**src/verilog/clt_defines.svh**
```systemverilog
`ifndef CLT_DEFINES_SVH
`define CLT_DEFINES_SVH
// register byte offsets
`define CLT_OFS_CAN 8'h00
`define CLT_OFS_LIN 8'h04
// can register fields
`define CLT_CAN_THERM 0
`define CLT_CAN_DTO 1
`define CLT_CAN_BYP 5
`define CLT_CAN_ACT 7
`define CLT_CAN_MODE_LO 8
`define CLT_CAN_MODE_HI 9
// lin register fields
`define CLT_LIN_THERM 0
`define CLT_LIN_DTO 1
`define CLT_LIN_SHORT 2
`define CLT_LIN_DTO_EN 7
`define CLT_LIN_SHORT_PROTECT_DISABLE_DIS 8
`define CLT_LIN_UV_BYP 9
`define CLT_LIN_BYP 10
`define CLT_LIN_SLOPE_LO 11
`define CLT_LIN_SLOPE_HI 12
`define CLT_LIN_MODE_LO 13
`define CLT_LIN_MODE_HI 14
// codes
`define CLT_MODE_OFF 2'b00
`define CLT_MODE_RX 2'b01
`define CLT_SLOPE_NORMAL 2'b00
`define CLT_SLOPE_SLOW 2'b10
`define CLT_RESET16 16'h0000
`define CLT_HTRANS_NONSEQ 2'b10
`define CLT_HTRANS_SEQ 2'b11
// quiet pin levels: reset and failsafe outputs are active low
`define CLT_EVT_IDLE 10'h005
`define CLT_HSIZE_WORD 3'b010
`define CLT_ADDR_MSB 7
`endif

```
**src/verilog/clt_pkg.sv**
```systemverilog
package clt_pkg;
	// transceiver mode as driven onto the analog front end
	typedef enum logic [1:0] {
		CLT_TRX_OFF = 2'b00,
		CLT_TRX_RX = 2'b01,
		CLT_TRX_ACTIVE = 2'b10
	} clt_trx_t;
	// hazard inputs after synchronising
	typedef struct packed {
		logic can_thermal;
		logic can_dominant;
		logic lin_thermal;
		logic lin_dominant;
		logic lin_short;
		logic third_supply_undervoltage;
		logic high_side_supply_undervoltage;
		logic reset_output_n;
		logic limp_home_output;
		logic failsafe_output_n;
	} clt_evt_t;
	// transceiver controls
	typedef struct packed {
		clt_trx_t can_mode;
		clt_trx_t lin_mode;
		logic lin_slow_slope;
		logic lin_dominant_timeout_enable;
		logic lin_short_protect_enable;
	} clt_ctl_t;
endpackage

```
**src/verilog/clt_sync.sv**
```systemverilog
`timescale 1ns/1ps
// three-stage synchroniser; output moves once stages two and three agree
module clt_sync #(
	parameter logic RESET_LEVEL = 1'b0
) (
	input wire logic i_clk,
	input wire logic i_resetn,
	input wire logic i_d,
	output logic o_q
);
	logic s1;
	logic s2;
	logic s3;
	// shift chain
	always_ff @(posedge i_clk or negedge i_resetn) begin
		if (!i_resetn) begin
			s1 <= RESET_LEVEL;
			s2 <= RESET_LEVEL;
			s3 <= RESET_LEVEL;
		end else begin
			s1 <= i_d;
			s2 <= s1;
			s3 <= s2;
		end
	end
	// agreement filter
	always_ff @(posedge i_clk or negedge i_resetn) begin
		if (!i_resetn) begin
			o_q <= RESET_LEVEL; // idle level, so no false hazard follows reset
		end else if (s2 == s3) begin
			o_q <= s3;
		end
	end
endmodule

```
**src/verilog/clt_flag.sv**
```systemverilog
`timescale 1ns/1ps
// sticky event flag, write-one clears, a new event wins over the clear
module clt_flag (
	input wire logic i_clk,
	input wire logic i_resetn,
	input wire logic i_set,
	input wire logic i_clr,
	output logic o_flag
);
	always_ff @(posedge i_clk or negedge i_resetn) begin
		if (!i_resetn) begin
			o_flag <= 1'b0;
		end else if (i_set) begin
			o_flag <= 1'b1;
		end else if (i_clr) begin
			o_flag <= 1'b0;
		end
	end
endmodule

```
**src/verilog/clt_regs.sv**
```systemverilog
// Function
// - can mode 00 offline, 01 receive only
// - can mode 10 or 11 active; active mode drops on third supply undervoltage
// - can bypass 0: reset, limp or failsafe output forces can offline
// - bit 7 reads 1 live while can is receive-only or active
// - can thermal flag bit 0 sticky until reset or write one
// - can dominant timeout flag bit 1 sticky until reset or write one
// - flags clear on writing one, writing zero leaves them
// - lin thermal flag bit 0 sticky until reset or write one
// - lin dominant timeout flag bit 1 sticky until reset or write one
// - lin short flag bit 2 sticky until reset or write one
// - lin dominant timeout detection runs only while bit 7 is one
// - lin short protection active while bit 8 is zero
// - bit 9 zero: lin off during high-side supply undervoltage
// - lin bypass 0: reset, limp or failsafe output forces lin offline
// - lin slope 00 normal, 10 slow; 01 and 11 unused
// - lin mode 00 offline, 01 receive only, 10 or 11 active
//
// Added by the designer: the AHB-Lite interface to the registers and the address map.
`timescale 1ns/1ps
`include "clt_defines.svh"
module clt_regs (
	input wire logic i_clk,
	input wire logic i_resetn,
	input wire logic i_hsel,
	input wire logic [31:0] i_haddr,
	input wire logic [1:0] i_htrans,
	input wire logic i_hwrite,
	input wire logic [2:0] i_hsize,
	input wire logic [31:0] i_hwdata,
	input wire logic i_hready,
	output logic [31:0] o_hrdata,
	output logic o_hreadyout,
	output logic o_hresp,
	input wire logic i_can_thermal,
	input wire logic i_can_dominant,
	input wire logic i_lin_thermal,
	input wire logic i_lin_dominant,
	input wire logic i_lin_short,
	input wire logic i_third_supply_undervoltage,
	input wire logic i_high_side_supply_undervoltage,
	input wire logic i_reset_output_n,
	input wire logic i_limp_home_output,
	input wire logic i_failsafe_output_n,
	output clt_pkg::clt_ctl_t o_ctl
);
	import clt_pkg::*;

	////////////////////////////////////////////////////////////////////////////
	// synchronised hazard inputs
	clt_evt_t raw;
	clt_evt_t evt;
	assign raw = '{can_thermal: i_can_thermal, can_dominant: i_can_dominant,
		lin_thermal: i_lin_thermal, lin_dominant: i_lin_dominant,
		lin_short: i_lin_short,
		third_supply_undervoltage: i_third_supply_undervoltage,
		high_side_supply_undervoltage: i_high_side_supply_undervoltage,
		reset_output_n: i_reset_output_n, limp_home_output: i_limp_home_output,
		failsafe_output_n: i_failsafe_output_n};
	localparam clt_evt_t EVT_IDLE = `CLT_EVT_IDLE;
	genvar g;
	generate
		for (g = 0; g < $bits(clt_evt_t); g++) begin : g_sync
			clt_sync #(.RESET_LEVEL(EVT_IDLE[g])) u_sync (
				.i_clk(i_clk),
				.i_resetn(i_resetn),
				.i_d(raw[g]),
				.o_q(evt[g])
			);
		end
	endgenerate

	////////////////////////////////////////////////////////////////////////////
	// ahb-lite address phase capture
	logic wr_pend;
	logic rd_pend;
	logic [`CLT_ADDR_MSB:0] addr_q;
	logic take;
	assign take = i_hsel && i_hready && (i_htrans == `CLT_HTRANS_NONSEQ ||
		i_htrans == `CLT_HTRANS_SEQ);
	always_ff @(posedge i_clk or negedge i_resetn) begin
		if (!i_resetn) begin
			wr_pend <= 1'b0;
			rd_pend <= 1'b0;
			addr_q <= '0;
		end else if (i_hready) begin
			wr_pend <= take && i_hwrite;
			rd_pend <= take && !i_hwrite;
			addr_q <= i_haddr[`CLT_ADDR_MSB:0];
		end
	end
	// zero wait states, always okay
	assign o_hreadyout = 1'b1;
	assign o_hresp = 1'b0;

	logic wr_can;
	logic wr_lin;
	assign wr_can = wr_pend && addr_q == `CLT_OFS_CAN;
	assign wr_lin = wr_pend && addr_q == `CLT_OFS_LIN;

	////////////////////////////////////////////////////////////////////////////
	// writable control fields
	logic [1:0] can_mode;
	logic can_safety_offline_bypass;
	logic [1:0] lin_mode;
	logic [1:0] lin_slope;
	logic lin_safety_offline_bypass;
	logic lin_supply_uv_bypass;
	logic lin_short_protect_disable;
	logic lin_dominant_timeout_enable;
	// can control register; unassigned bits are never stored
	always_ff @(posedge i_clk or negedge i_resetn) begin
		if (!i_resetn) begin
			can_mode <= `CLT_MODE_OFF;
			can_safety_offline_bypass <= 1'b0;
		end else if (wr_can) begin
			can_mode <= i_hwdata[`CLT_CAN_MODE_HI:`CLT_CAN_MODE_LO];
			can_safety_offline_bypass <= i_hwdata[`CLT_CAN_BYP];
		end
	end
	// lin control register
	always_ff @(posedge i_clk or negedge i_resetn) begin
		if (!i_resetn) begin
			lin_mode <= `CLT_MODE_OFF;
			lin_slope <= `CLT_SLOPE_NORMAL;
			lin_safety_offline_bypass <= 1'b0;
			lin_supply_uv_bypass <= 1'b0;
			lin_short_protect_disable <= 1'b0;
			lin_dominant_timeout_enable <= 1'b0;
		end else if (wr_lin) begin
			lin_mode <= i_hwdata[`CLT_LIN_MODE_HI:`CLT_LIN_MODE_LO];
			lin_slope <= i_hwdata[`CLT_LIN_SLOPE_HI:`CLT_LIN_SLOPE_LO];
			lin_safety_offline_bypass <= i_hwdata[`CLT_LIN_BYP];
			lin_supply_uv_bypass <= i_hwdata[`CLT_LIN_UV_BYP];
			lin_short_protect_disable <= i_hwdata[`CLT_LIN_SHORT_PROTECT_DISABLE_DIS];
			lin_dominant_timeout_enable <= i_hwdata[`CLT_LIN_DTO_EN];
		end
	end

	////////////////////////////////////////////////////////////////////////////
	// sticky event flags
	logic can_thermal_event_flag;
	logic can_dominant_timeout_flag;
	logic lin_thermal_event_flag;
	logic lin_dominant_timeout_flag;
	logic lin_short_event_flag;
	logic lin_dto_set;
	logic lin_short_protect_disable_set;
	assign lin_dto_set = evt.lin_dominant && lin_dominant_timeout_enable;
	assign lin_short_protect_disable_set = evt.lin_short && !lin_short_protect_disable;
	clt_flag u_can_therm (
		.i_clk(i_clk),
		.i_resetn(i_resetn),
		.i_set(evt.can_thermal),
		.i_clr(wr_can && i_hwdata[`CLT_CAN_THERM]),
		.o_flag(can_thermal_event_flag)
	);
	clt_flag u_can_dto (
		.i_clk(i_clk),
		.i_resetn(i_resetn),
		.i_set(evt.can_dominant),
		.i_clr(wr_can && i_hwdata[`CLT_CAN_DTO]),
		.o_flag(can_dominant_timeout_flag)
	);
	clt_flag u_lin_therm (
		.i_clk(i_clk),
		.i_resetn(i_resetn),
		.i_set(evt.lin_thermal),
		.i_clr(wr_lin && i_hwdata[`CLT_LIN_THERM]),
		.o_flag(lin_thermal_event_flag)
	);
	clt_flag u_lin_dto (
		.i_clk(i_clk),
		.i_resetn(i_resetn),
		.i_set(lin_dto_set),
		.i_clr(wr_lin && i_hwdata[`CLT_LIN_DTO]),
		.o_flag(lin_dominant_timeout_flag)
	);
	clt_flag u_lin_short_protect_disable (
		.i_clk(i_clk),
		.i_resetn(i_resetn),
		.i_set(lin_short_protect_disable_set),
		.i_clr(wr_lin && i_hwdata[`CLT_LIN_SHORT]),
		.o_flag(lin_short_event_flag)
	);

	////////////////////////////////////////////////////////////////////////////
	// transceiver mode resolution
	logic safety_hit;
	clt_trx_t next_can_trx;
	clt_trx_t next_lin_trx;
	assign safety_hit = !evt.reset_output_n || evt.limp_home_output || !evt.failsafe_output_n;
	always_comb begin
		unique case (can_mode)
			`CLT_MODE_OFF: next_can_trx = CLT_TRX_OFF;
			`CLT_MODE_RX: next_can_trx = CLT_TRX_RX;
			default: next_can_trx = evt.third_supply_undervoltage ? CLT_TRX_OFF :
				CLT_TRX_ACTIVE;
		endcase
		if (safety_hit && !can_safety_offline_bypass) begin
			next_can_trx = CLT_TRX_OFF;
		end
	end
	always_comb begin
		unique case (lin_mode)
			`CLT_MODE_OFF: next_lin_trx = CLT_TRX_OFF;
			`CLT_MODE_RX: next_lin_trx = CLT_TRX_RX;
			default: next_lin_trx = CLT_TRX_ACTIVE;
		endcase
		if (evt.high_side_supply_undervoltage && !lin_supply_uv_bypass) begin
			next_lin_trx = CLT_TRX_OFF;
		end
		if (safety_hit && !lin_safety_offline_bypass) begin
			next_lin_trx = CLT_TRX_OFF;
		end
	end
	// registered transceiver controls
	always_ff @(posedge i_clk or negedge i_resetn) begin
		if (!i_resetn) begin
			o_ctl <= '{can_mode: CLT_TRX_OFF, lin_mode: CLT_TRX_OFF, default: 1'b0};
		end else begin
			o_ctl.can_mode <= next_can_trx;
			o_ctl.lin_mode <= next_lin_trx;
			o_ctl.lin_slow_slope <= lin_slope == `CLT_SLOPE_SLOW;
			o_ctl.lin_dominant_timeout_enable <= lin_dominant_timeout_enable;
			o_ctl.lin_short_protect_enable <= !lin_short_protect_disable;
		end
	end

	////////////////////////////////////////////////////////////////////////////
	// read images, unassigned bits zero
	logic [15:0] can_img;
	logic [15:0] lin_img;
	always_comb begin
		can_img = `CLT_RESET16;
		can_img[`CLT_CAN_THERM] = can_thermal_event_flag;
		can_img[`CLT_CAN_DTO] = can_dominant_timeout_flag;
		can_img[`CLT_CAN_BYP] = can_safety_offline_bypass;
		can_img[`CLT_CAN_ACT] = o_ctl.can_mode != CLT_TRX_OFF;
		can_img[`CLT_CAN_MODE_HI:`CLT_CAN_MODE_LO] = can_mode;
	end
	always_comb begin
		lin_img = `CLT_RESET16;
		lin_img[`CLT_LIN_THERM] = lin_thermal_event_flag;
		lin_img[`CLT_LIN_DTO] = lin_dominant_timeout_flag;
		lin_img[`CLT_LIN_SHORT] = lin_short_event_flag;
		lin_img[`CLT_LIN_DTO_EN] = lin_dominant_timeout_enable;
		lin_img[`CLT_LIN_SHORT_PROTECT_DISABLE_DIS] = lin_short_protect_disable;
		lin_img[`CLT_LIN_UV_BYP] = lin_supply_uv_bypass;
		lin_img[`CLT_LIN_BYP] = lin_safety_offline_bypass;
		lin_img[`CLT_LIN_SLOPE_HI:`CLT_LIN_SLOPE_LO] = lin_slope;
		lin_img[`CLT_LIN_MODE_HI:`CLT_LIN_MODE_LO] = lin_mode;
	end
	// read data register, loaded in the address phase
	always_ff @(posedge i_clk or negedge i_resetn) begin
		if (!i_resetn) begin
			o_hrdata <= '0;
		end else if (take && !i_hwrite) begin
			if (i_haddr[`CLT_ADDR_MSB:0] == `CLT_OFS_CAN) begin
				o_hrdata <= {16'h0000, can_img};
			end else if (i_haddr[`CLT_ADDR_MSB:0] == `CLT_OFS_LIN) begin
				o_hrdata <= {16'h0000, lin_img};
			end else begin
				o_hrdata <= '0;
			end
		end
	end

	////////////////////////////////////////////////////////////////////////////
	// checks
	property p_flag_set;
		@(posedge i_clk) disable iff (!i_resetn)
		evt.can_thermal |=> can_thermal_event_flag;
	endproperty
	a_flag_set: assert property (p_flag_set) else $error("can thermal flag not set");
	property p_dto_set;
		@(posedge i_clk) disable iff (!i_resetn)
		evt.can_dominant |=> can_dominant_timeout_flag;
	endproperty
	a_dto_set: assert property (p_dto_set) else $error("can timeout flag not set");
	property p_w1c;
		@(posedge i_clk) disable iff (!i_resetn)
		(wr_lin && i_hwdata[`CLT_LIN_THERM] && !evt.lin_thermal) |=> !lin_thermal_event_flag;
	endproperty
	a_w1c: assert property (p_w1c) else $error("lin thermal flag not cleared");
	property p_w0_keep;
		@(posedge i_clk) disable iff (!i_resetn)
		(wr_lin && !i_hwdata[`CLT_LIN_THERM] && lin_thermal_event_flag) |=>
			lin_thermal_event_flag;
	endproperty
	a_w0_keep: assert property (p_w0_keep) else $error("flag lost on zero write");
	property p_lin_dto_gate;
		@(posedge i_clk) disable iff (!i_resetn)
		(!lin_dominant_timeout_enable && !lin_dominant_timeout_flag && !wr_lin)
			|=> !lin_dominant_timeout_flag;
	endproperty
	a_lin_dto_gate: assert property (p_lin_dto_gate) else $error("timeout set while off");
	property p_lin_short_protect_disable;
		@(posedge i_clk) disable iff (!i_resetn)
		(evt.lin_short && !lin_short_protect_disable) |=> lin_short_event_flag;
	endproperty
	a_lin_short_protect_disable: assert property (p_lin_short_protect_disable) else $error("short flag not set");
	property p_can_fs;
		@(posedge i_clk) disable iff (!i_resetn)
		(safety_hit && !can_safety_offline_bypass) |=> o_ctl.can_mode == CLT_TRX_OFF;
	endproperty
	a_can_fs: assert property (p_can_fs) else $error("can not forced offline");
	property p_lin_fs;
		@(posedge i_clk) disable iff (!i_resetn)
		(safety_hit && !lin_safety_offline_bypass) |=> o_ctl.lin_mode == CLT_TRX_OFF;
	endproperty
	a_lin_fs: assert property (p_lin_fs) else $error("lin not forced offline");
	property p_can_rx;
		@(posedge i_clk) disable iff (!i_resetn)
		(can_mode == `CLT_MODE_RX && !safety_hit) |=> o_ctl.can_mode == CLT_TRX_RX;
	endproperty
	a_can_rx: assert property (p_can_rx) else $error("can receive-only wrong");
	property p_lin_uv;
		@(posedge i_clk) disable iff (!i_resetn)
		(evt.high_side_supply_undervoltage && !lin_supply_uv_bypass) |=>
			o_ctl.lin_mode == CLT_TRX_OFF;
	endproperty
	a_lin_uv: assert property (p_lin_uv) else $error("lin on during undervoltage");
	property p_can_w1c;
		@(posedge i_clk) disable iff (!i_resetn)
		(wr_can && i_hwdata[`CLT_CAN_THERM] && !evt.can_thermal) |=>
			!can_thermal_event_flag;
	endproperty
	a_can_w1c: assert property (p_can_w1c) else $error("can thermal flag not cleared");
	property p_lin_therm_set;
		@(posedge i_clk) disable iff (!i_resetn)
		evt.lin_thermal |=> lin_thermal_event_flag;
	endproperty
	a_lin_therm_set: assert property (p_lin_therm_set) else $error("lin thermal not set");
	property p_lin_dto_set;
		@(posedge i_clk) disable iff (!i_resetn)
		lin_dto_set |=> lin_dominant_timeout_flag;
	endproperty
	a_lin_dto_set: assert property (p_lin_dto_set) else $error("lin timeout not set");
	property p_can_uv;
		@(posedge i_clk) disable iff (!i_resetn)
		(can_mode != `CLT_MODE_OFF && can_mode != `CLT_MODE_RX && evt.third_supply_undervoltage)
			|=> o_ctl.can_mode == CLT_TRX_OFF;
	endproperty
	a_can_uv: assert property (p_can_uv) else $error("can active in undervoltage");
	property p_can_act;
		@(posedge i_clk) disable iff (!i_resetn)
		(can_mode != `CLT_MODE_OFF && can_mode != `CLT_MODE_RX &&
			!evt.third_supply_undervoltage && (can_safety_offline_bypass || !safety_hit))
			|=> o_ctl.can_mode == CLT_TRX_ACTIVE;
	endproperty
	a_can_act: assert property (p_can_act) else $error("can not active");
	property p_lin_rx;
		@(posedge i_clk) disable iff (!i_resetn)
		(lin_mode == `CLT_MODE_RX && !safety_hit && !evt.high_side_supply_undervoltage)
			|=> o_ctl.lin_mode == CLT_TRX_RX;
	endproperty
	a_lin_rx: assert property (p_lin_rx) else $error("lin receive-only wrong");
	property p_lin_uv_keep;
		@(posedge i_clk) disable iff (!i_resetn)
		(lin_mode != `CLT_MODE_OFF && lin_mode != `CLT_MODE_RX && lin_supply_uv_bypass &&
			evt.high_side_supply_undervoltage && !safety_hit)
			|=> o_ctl.lin_mode == CLT_TRX_ACTIVE;
	endproperty
	a_lin_uv_keep: assert property (p_lin_uv_keep) else $error("lin dropped with bypass");
	property p_short_gate;
		@(posedge i_clk) disable iff (!i_resetn)
		(lin_short_protect_disable && !lin_short_event_flag) |=> !lin_short_event_flag;
	endproperty
	a_short_gate: assert property (p_short_gate) else $error("short set while off");
	property p_short_en;
		@(posedge i_clk) disable iff (!i_resetn)
		1'b1 |=> o_ctl.lin_short_protect_enable == !$past(lin_short_protect_disable);
	endproperty
	a_short_en: assert property (p_short_en) else $error("short enable wrong");
	property p_dto_en;
		@(posedge i_clk) disable iff (!i_resetn)
		1'b1 |=> o_ctl.lin_dominant_timeout_enable == $past(lin_dominant_timeout_enable);
	endproperty
	a_dto_en: assert property (p_dto_en) else $error("timeout enable wrong");
endmodule

```
**config.mk**
```make
export PLATFORM = sky130hd
export DESIGN_NAME = clt_regs
export DESIGN_NICKNAME = d
export VERILOG_FILES = /design/src/verilog/clt_pkg.sv /design/src/verilog/clt_sync.sv /design/src/verilog/clt_flag.sv /design/src/verilog/clt_regs.sv
export VERILOG_INCLUDE_DIRS = /design/src /design/src/verilog
export SDC_FILE = /design/constraint.sdc
export NUM_CORES = 1
export LEC_CHECK = 0
export BUFFER_PORTS_ARGS = -buffer_cell sky130_fd_sc_hd__buf_2
export CAP_MARGIN = 10
export CORE_MARGIN = 1
export CORE_UTILIZATION = 53
export CTS_BUF_LIST = sky130_fd_sc_hd__clkbuf_4 sky130_fd_sc_hd__clkbuf_8
export DETAILED_ROUTE_END_ITERATION = 8
export GPL_ROUTABILITY_DRIVEN = 0
export PLACE_DENSITY = 0.84
export SLEW_MARGIN = 20
export SYNTH_ARGS = -nofsm -noshare
export SYNTH_HDL_FRONTEND = slang
export SYNTH_SLANG_ARGS = --single-unit
```
**constraint.sdc**
```tcl
create_clock -name i_clk -period 4.86 [get_ports i_clk]
set_input_delay 0.972 -clock i_clk [delete_from_list [all_inputs] [get_ports i_clk]]
set_output_delay 0.972 -clock i_clk [all_outputs]
set_load 0.1 [all_outputs]
```
After elaboration in Yosys (flattened, before gate mapping). Index checks and enable logic that the tools add are counted.

Output and inout port bits: 41. Input bits: 84. Logic and storage cells: 132. Register bits: 104.

Reduce and logical (&&, ||, !) cells: 36. Eq/ne operators: 17. Multiplexer cells: 18.

Operator list (number): $mux W15 (2); $eq A8 B3 Y1 const B (2); $logic_and A1 B1 Y1 (16); $logic_not A8 Y1 (2); $reduce_bool A2 Y1 (6); $eq A1 B1 Y1 (10); $mux W1 (10); $mux W2 (4); $pmux W2 S2 (2); $logic_not A1 Y1 (7); $eq A2 B2 Y1 const B (3); $eq A2 B1 Y1 const B (2); $logic_not A2 Y1 (2); $logic_or A1 B1 Y1 (3).

Logic depth before layout (Yosys ltp).
Depth in word-level cells: 5. Mapped depth: 5. Gate-level depth less buffers: 4.

Hierarchy. A second synthesis with hierarchy kept.

Cell total of the unflattened synthesis: 224. Area total of the unflattened synthesis: 3121.7 sq um.

Modules (own cells, without submodules): clt_regs (area an instance 1816.7 sq um, instances 1, cells each 159, sequential area each 975.9 sq um); clt_sync at g_sync[1].u_sync ... (area an instance 111.4 sq um, instances 8, cells each 5, sequential area each 100.1 sq um); clt_sync at g_sync[0].u_sync ... (area an instance 116.4 sq um, instances 2, cells each 5, sequential area each 105.1 sq um); clt_flag (area an instance 36.3 sq um, instances 5, cells each 3, sequential area each 25.0 sq um).

Worst setup path before layout. OpenSTA, ideal clock, no wires.

Path type: input to register. Start point: in i_haddr[6]. End point: reg o_hrdata[1]. Stages: 5. Required time: 4793 ps. Arrival time: 1976 ps. Buffers on the path: 1. Slack: 2817 ps. Library setup time: 67 ps. Cell sequence: nor4_1 > nand2b_1 > nor4_1 > buf_2 > a221o_1.

Longest elaborated chain between the ends: 3. Elaborated cells on any way between the ends: 4. Those cells by class: 1 x eq/ne; 2 x mux; 1 x reduce/logical.

RTL lines: start: declaration (line clt_regs.sv:26) `input wire logic [31:0] i_haddr,`; $eq A8 B3 Y1 (no line); $mux W15 (line clt_regs.sv:261) `` end else if (i_haddr[`CLT_ADDR_MSB:0] == `CLT_OFS_LIN) begin ``; $mux W15 * (line clt_regs.sv:259) `` if (i_haddr[`CLT_ADDR_MSB:0] == `CLT_OFS_CAN) begin ``; end signal: assignment (line clt_regs.sv:260) `o_hrdata <= {16'h0000, can_img};`; end signal: assignment (line clt_regs.sv:262) `o_hrdata <= {16'h0000, lin_img};`; end: declaration (line clt_regs.sv:32) `output logic [31:0] o_hrdata,`.

Every way passes the cells marked *; elsewhere a longest branch is shown, timed or not. A chain may end at the register's enable or synchronous reset.

Worst setup path after layout.
Start point: in i_hready. End point: reg o_hrdata[7].

Longest elaborated chain between the ends: 3.

RTL lines: start: declaration (line clt_regs.sv:31) `input wire logic i_hready,`; $logic_and A1 B1 Y1 (2 in series) (line clt_regs.sv:79) `` assign take = i_hsel && i_hready && (i_htrans == `CLT_HTRANS_NONSEQ || ``; $logic_and A1 B1 Y1 (line clt_regs.sv:258) `end else if (take && !i_hwrite) begin`.

No other way between the ends.

==> metrics <==
outcome complete, no violations; I/O Buffers 54; row cnt 27; VDD IR max 0.000210 V; max-cap violations 0; first-pass GRT wire length 7.52 mm; CP Max Fanout 14; Avg WL per Cell 13.1 µm; Synth cell types 30; Tmin final around 2.6 ns; post-CTS resize count 0; Setup Buffers After CTS 0; Fmax approximately 390 MHz; Hold Violations, Final 0; global route overflow 0; register area 0.00211 mm²; CP Class input pin to register; Fin Setup TNS 0 ns; antenna cell count 0; Routed WL approximately 4.4 mm; Die ar. 0.00599 mm²; Hold Path Class register to register; maximum clock insertion buffer count 2; mean post-synth cell area between 15 and 20 µm²; Area Overhead vs Synth 16.2%; # DRC 0; NetSw 373 µW; synthesized cell area ~0.003 mm²; setup violators final 0; Leak 1.72 nW; Post-synth ARST share 100%; fraction of layout cells with a size suffix above 1 38.8%; Inst Count DP 319; Total Routing Usage GR ~17%; antenna viol nets, final 0; P_int 1.09 mW; Clock power frac 36.5%; fin area 0.00350 mm²; DR iter-0 viols 102; TritonCTS clock tree done; EDFF count, synth 0; Worst Max-Slew Pin Slew 0.715 ns; number of synthesized register bits between 80 and 90; slew margin rel. 52.3%; combinational fraction of design power 11.0%; post-synthesis sequential area ratio a little over two thirds; vias in the first global route between 1,500 and 2,000; Clock Sinks 84; crit share post-route between 50% and 60%; Detailed Place HPWL 3.03 mm; sw frac 25.6%; Pwr Density 417 mW/mm²; die width 77.4 µm; Worst-path clk slew ~0.08 ns; Max Slew Vio Count 0; YS warnings 0; Crit path required time 5.13 ns; Multi-input gate area slightly below 800 µm²; Via Count about 1,600; Core Area roughly 0.0055 mm²; Synth top cells by count 76 x dfrtp_1, 22 x buf_4, 16 x mux2_2; clk_skew 0.0100 ns; Setup crit start kind input pin; H-tree depth 3; Post-Layout Cell Count 335; Worst-Skew Late Latency 0.34 ns; Chip Height 77.4 µm; Overall Power 1.46 mW; RSZ-0062 raised after global routing no; final layout net count between 300 and 400; Layout fillers around 420; top post-synthesis cells by area dfrtp_1 63%, dfstp_2 7.0%, mux2_2 6.0%; placed instance area around 0.0033 mm²; nature of the critical path endpoint register; drt first pass iters 4; antenna violations before repair 0; num ports 125; TritonCTS Buffers 9; initial cell density of the core 54.7%; Post-CTS Hold Buffers 0; largest net degree at the start of global routing between 80 and 90; Clk Tree Root Cell clkbuf_8; sequential power share 52.5%; ys flop type dfrtp_1; critical path arrival ~2.9 ns; Post-Synthesis Cells 199; drt via density 4.89; share of the synthesized area in the top cell type a little over three fifths; cell taking the most area after synthesis dfrtp_1; most frequent cell after synthesis dfrtp_1
[cell families after synthesis]
group,count (synthesis),share of synthesized area (%)
DFF,84,70.2
and+or+nand+nor,33,7.36
buffers and inverters,32,7.02
AOI/OAI and AO/OA,22,5.90
muxes,16,5.98
adders and majority gates,10,3.33
other,2,0.249
[metrics by stage]
step / hold WS [ns] / worst slack, ns / util (%)
2_1_floorplan: 0.331 / 2.82 / -
3_3_place_gp: 0.332 / 1.67 / 59.3
3_5_place_dp: 0.335 / 1.59 / 59.3
4_1_cts: 0.354 / 1.96 / 63.3
5_1_grt: 0.359 / 2.07 / 63.5
6_report: 0.352 / 2.27 / 63.5
[worst paths after layout]
path,start,endpoint,slack [ns],cells past startpoint
max,i_hready,o_hrdata[7],2.27,4
min,g_sync[5].u_sync.s1,g_sync[5].u_sync.s2,0.35,0
max reg2reg,addr_q[1],lin_supply_uv_bypass,2.85,3
min reg2reg,g_sync[5].u_sync.s1,g_sync[5].u_sync.s2,0.35,0
max in group asynchronous,i_resetn,g_sync[7].u_sync.s1,3.70,1
min in group asynchronous,i_resetn,addr_q[6],0.64,1
[cell usage in the layout (no fill, tap or decap), drive strengths merged, types with 4 or more instances in the layout]
| cell | Yosys | routed |
|---|---|---|
| buf | 24 | 54 |
| a221o | 5 | 5 |
| mux2 | 16 | 16 |
| clkbuf | 2 | 11 |
| dfrtp | 76 | 76 |
| inv | 6 | 6 |
| a22o | 9 | 9 |
| maj3 | 10 | 10 |
| dfstp | 8 | 8 |
| conb | 2 | 22 |
| o21ai | 4 | 4 |
| nand2 | 9 | 9 |
| and2 | 5 | 5 |
[flip-flops by register name (all words and copies together) (netlist names), 2 cells and up]
register	cells
o_hrdata	12
g_sync.u_sync.o_q	10
g_sync.u_sync.s1	10
g_sync.u_sync.s2	10
g_sync.u_sync.s3	10
addr_q	8
o_ctl	7
can_mode	2
lin_mode	2
lin_slope	2
[layout make-up]
cell class / instances / area share, %
clock inverter: 5 / 2.15
sequential: 84 / 60.4
multi-input combinational: 103 / 22.2
tap: 72 / 2.58
inverter: 6 / 0.644
clock buffer: 11 / 4.15
timing repair buffer: 54 / 7.90
[power groups by stage]
stage / Combinational (mW) / Clock [mW] / Sequential [mW]
floorplan: 0.121 / 0 / 0.791
global placement: 0.158 / 0 / 0.778
detailed placement: 0.161 / 0 / 0.781
CTS: 0.161 / 0.546 / 0.767
global route: 0.170 / 0.575 / 0.772
finish: 0.160 / 0.533 / 0.767
[critical path, cell delays in order]
cell and delay, ns:
buf_2 0.22, nand4b_1 0.58, nor4_4 0.82, a221o_1 0.26
[routing by layer]
metal,vias up,track usage [%],part of all wire [%]
li1,760,-,-
met1,815,22.2,44
met2,53,25.4,49
met3,9,4.24,4.9
met4,0,8.68,1.8
met5,-,0,0
Note: power is estimated with default switching activity, not from simulation.
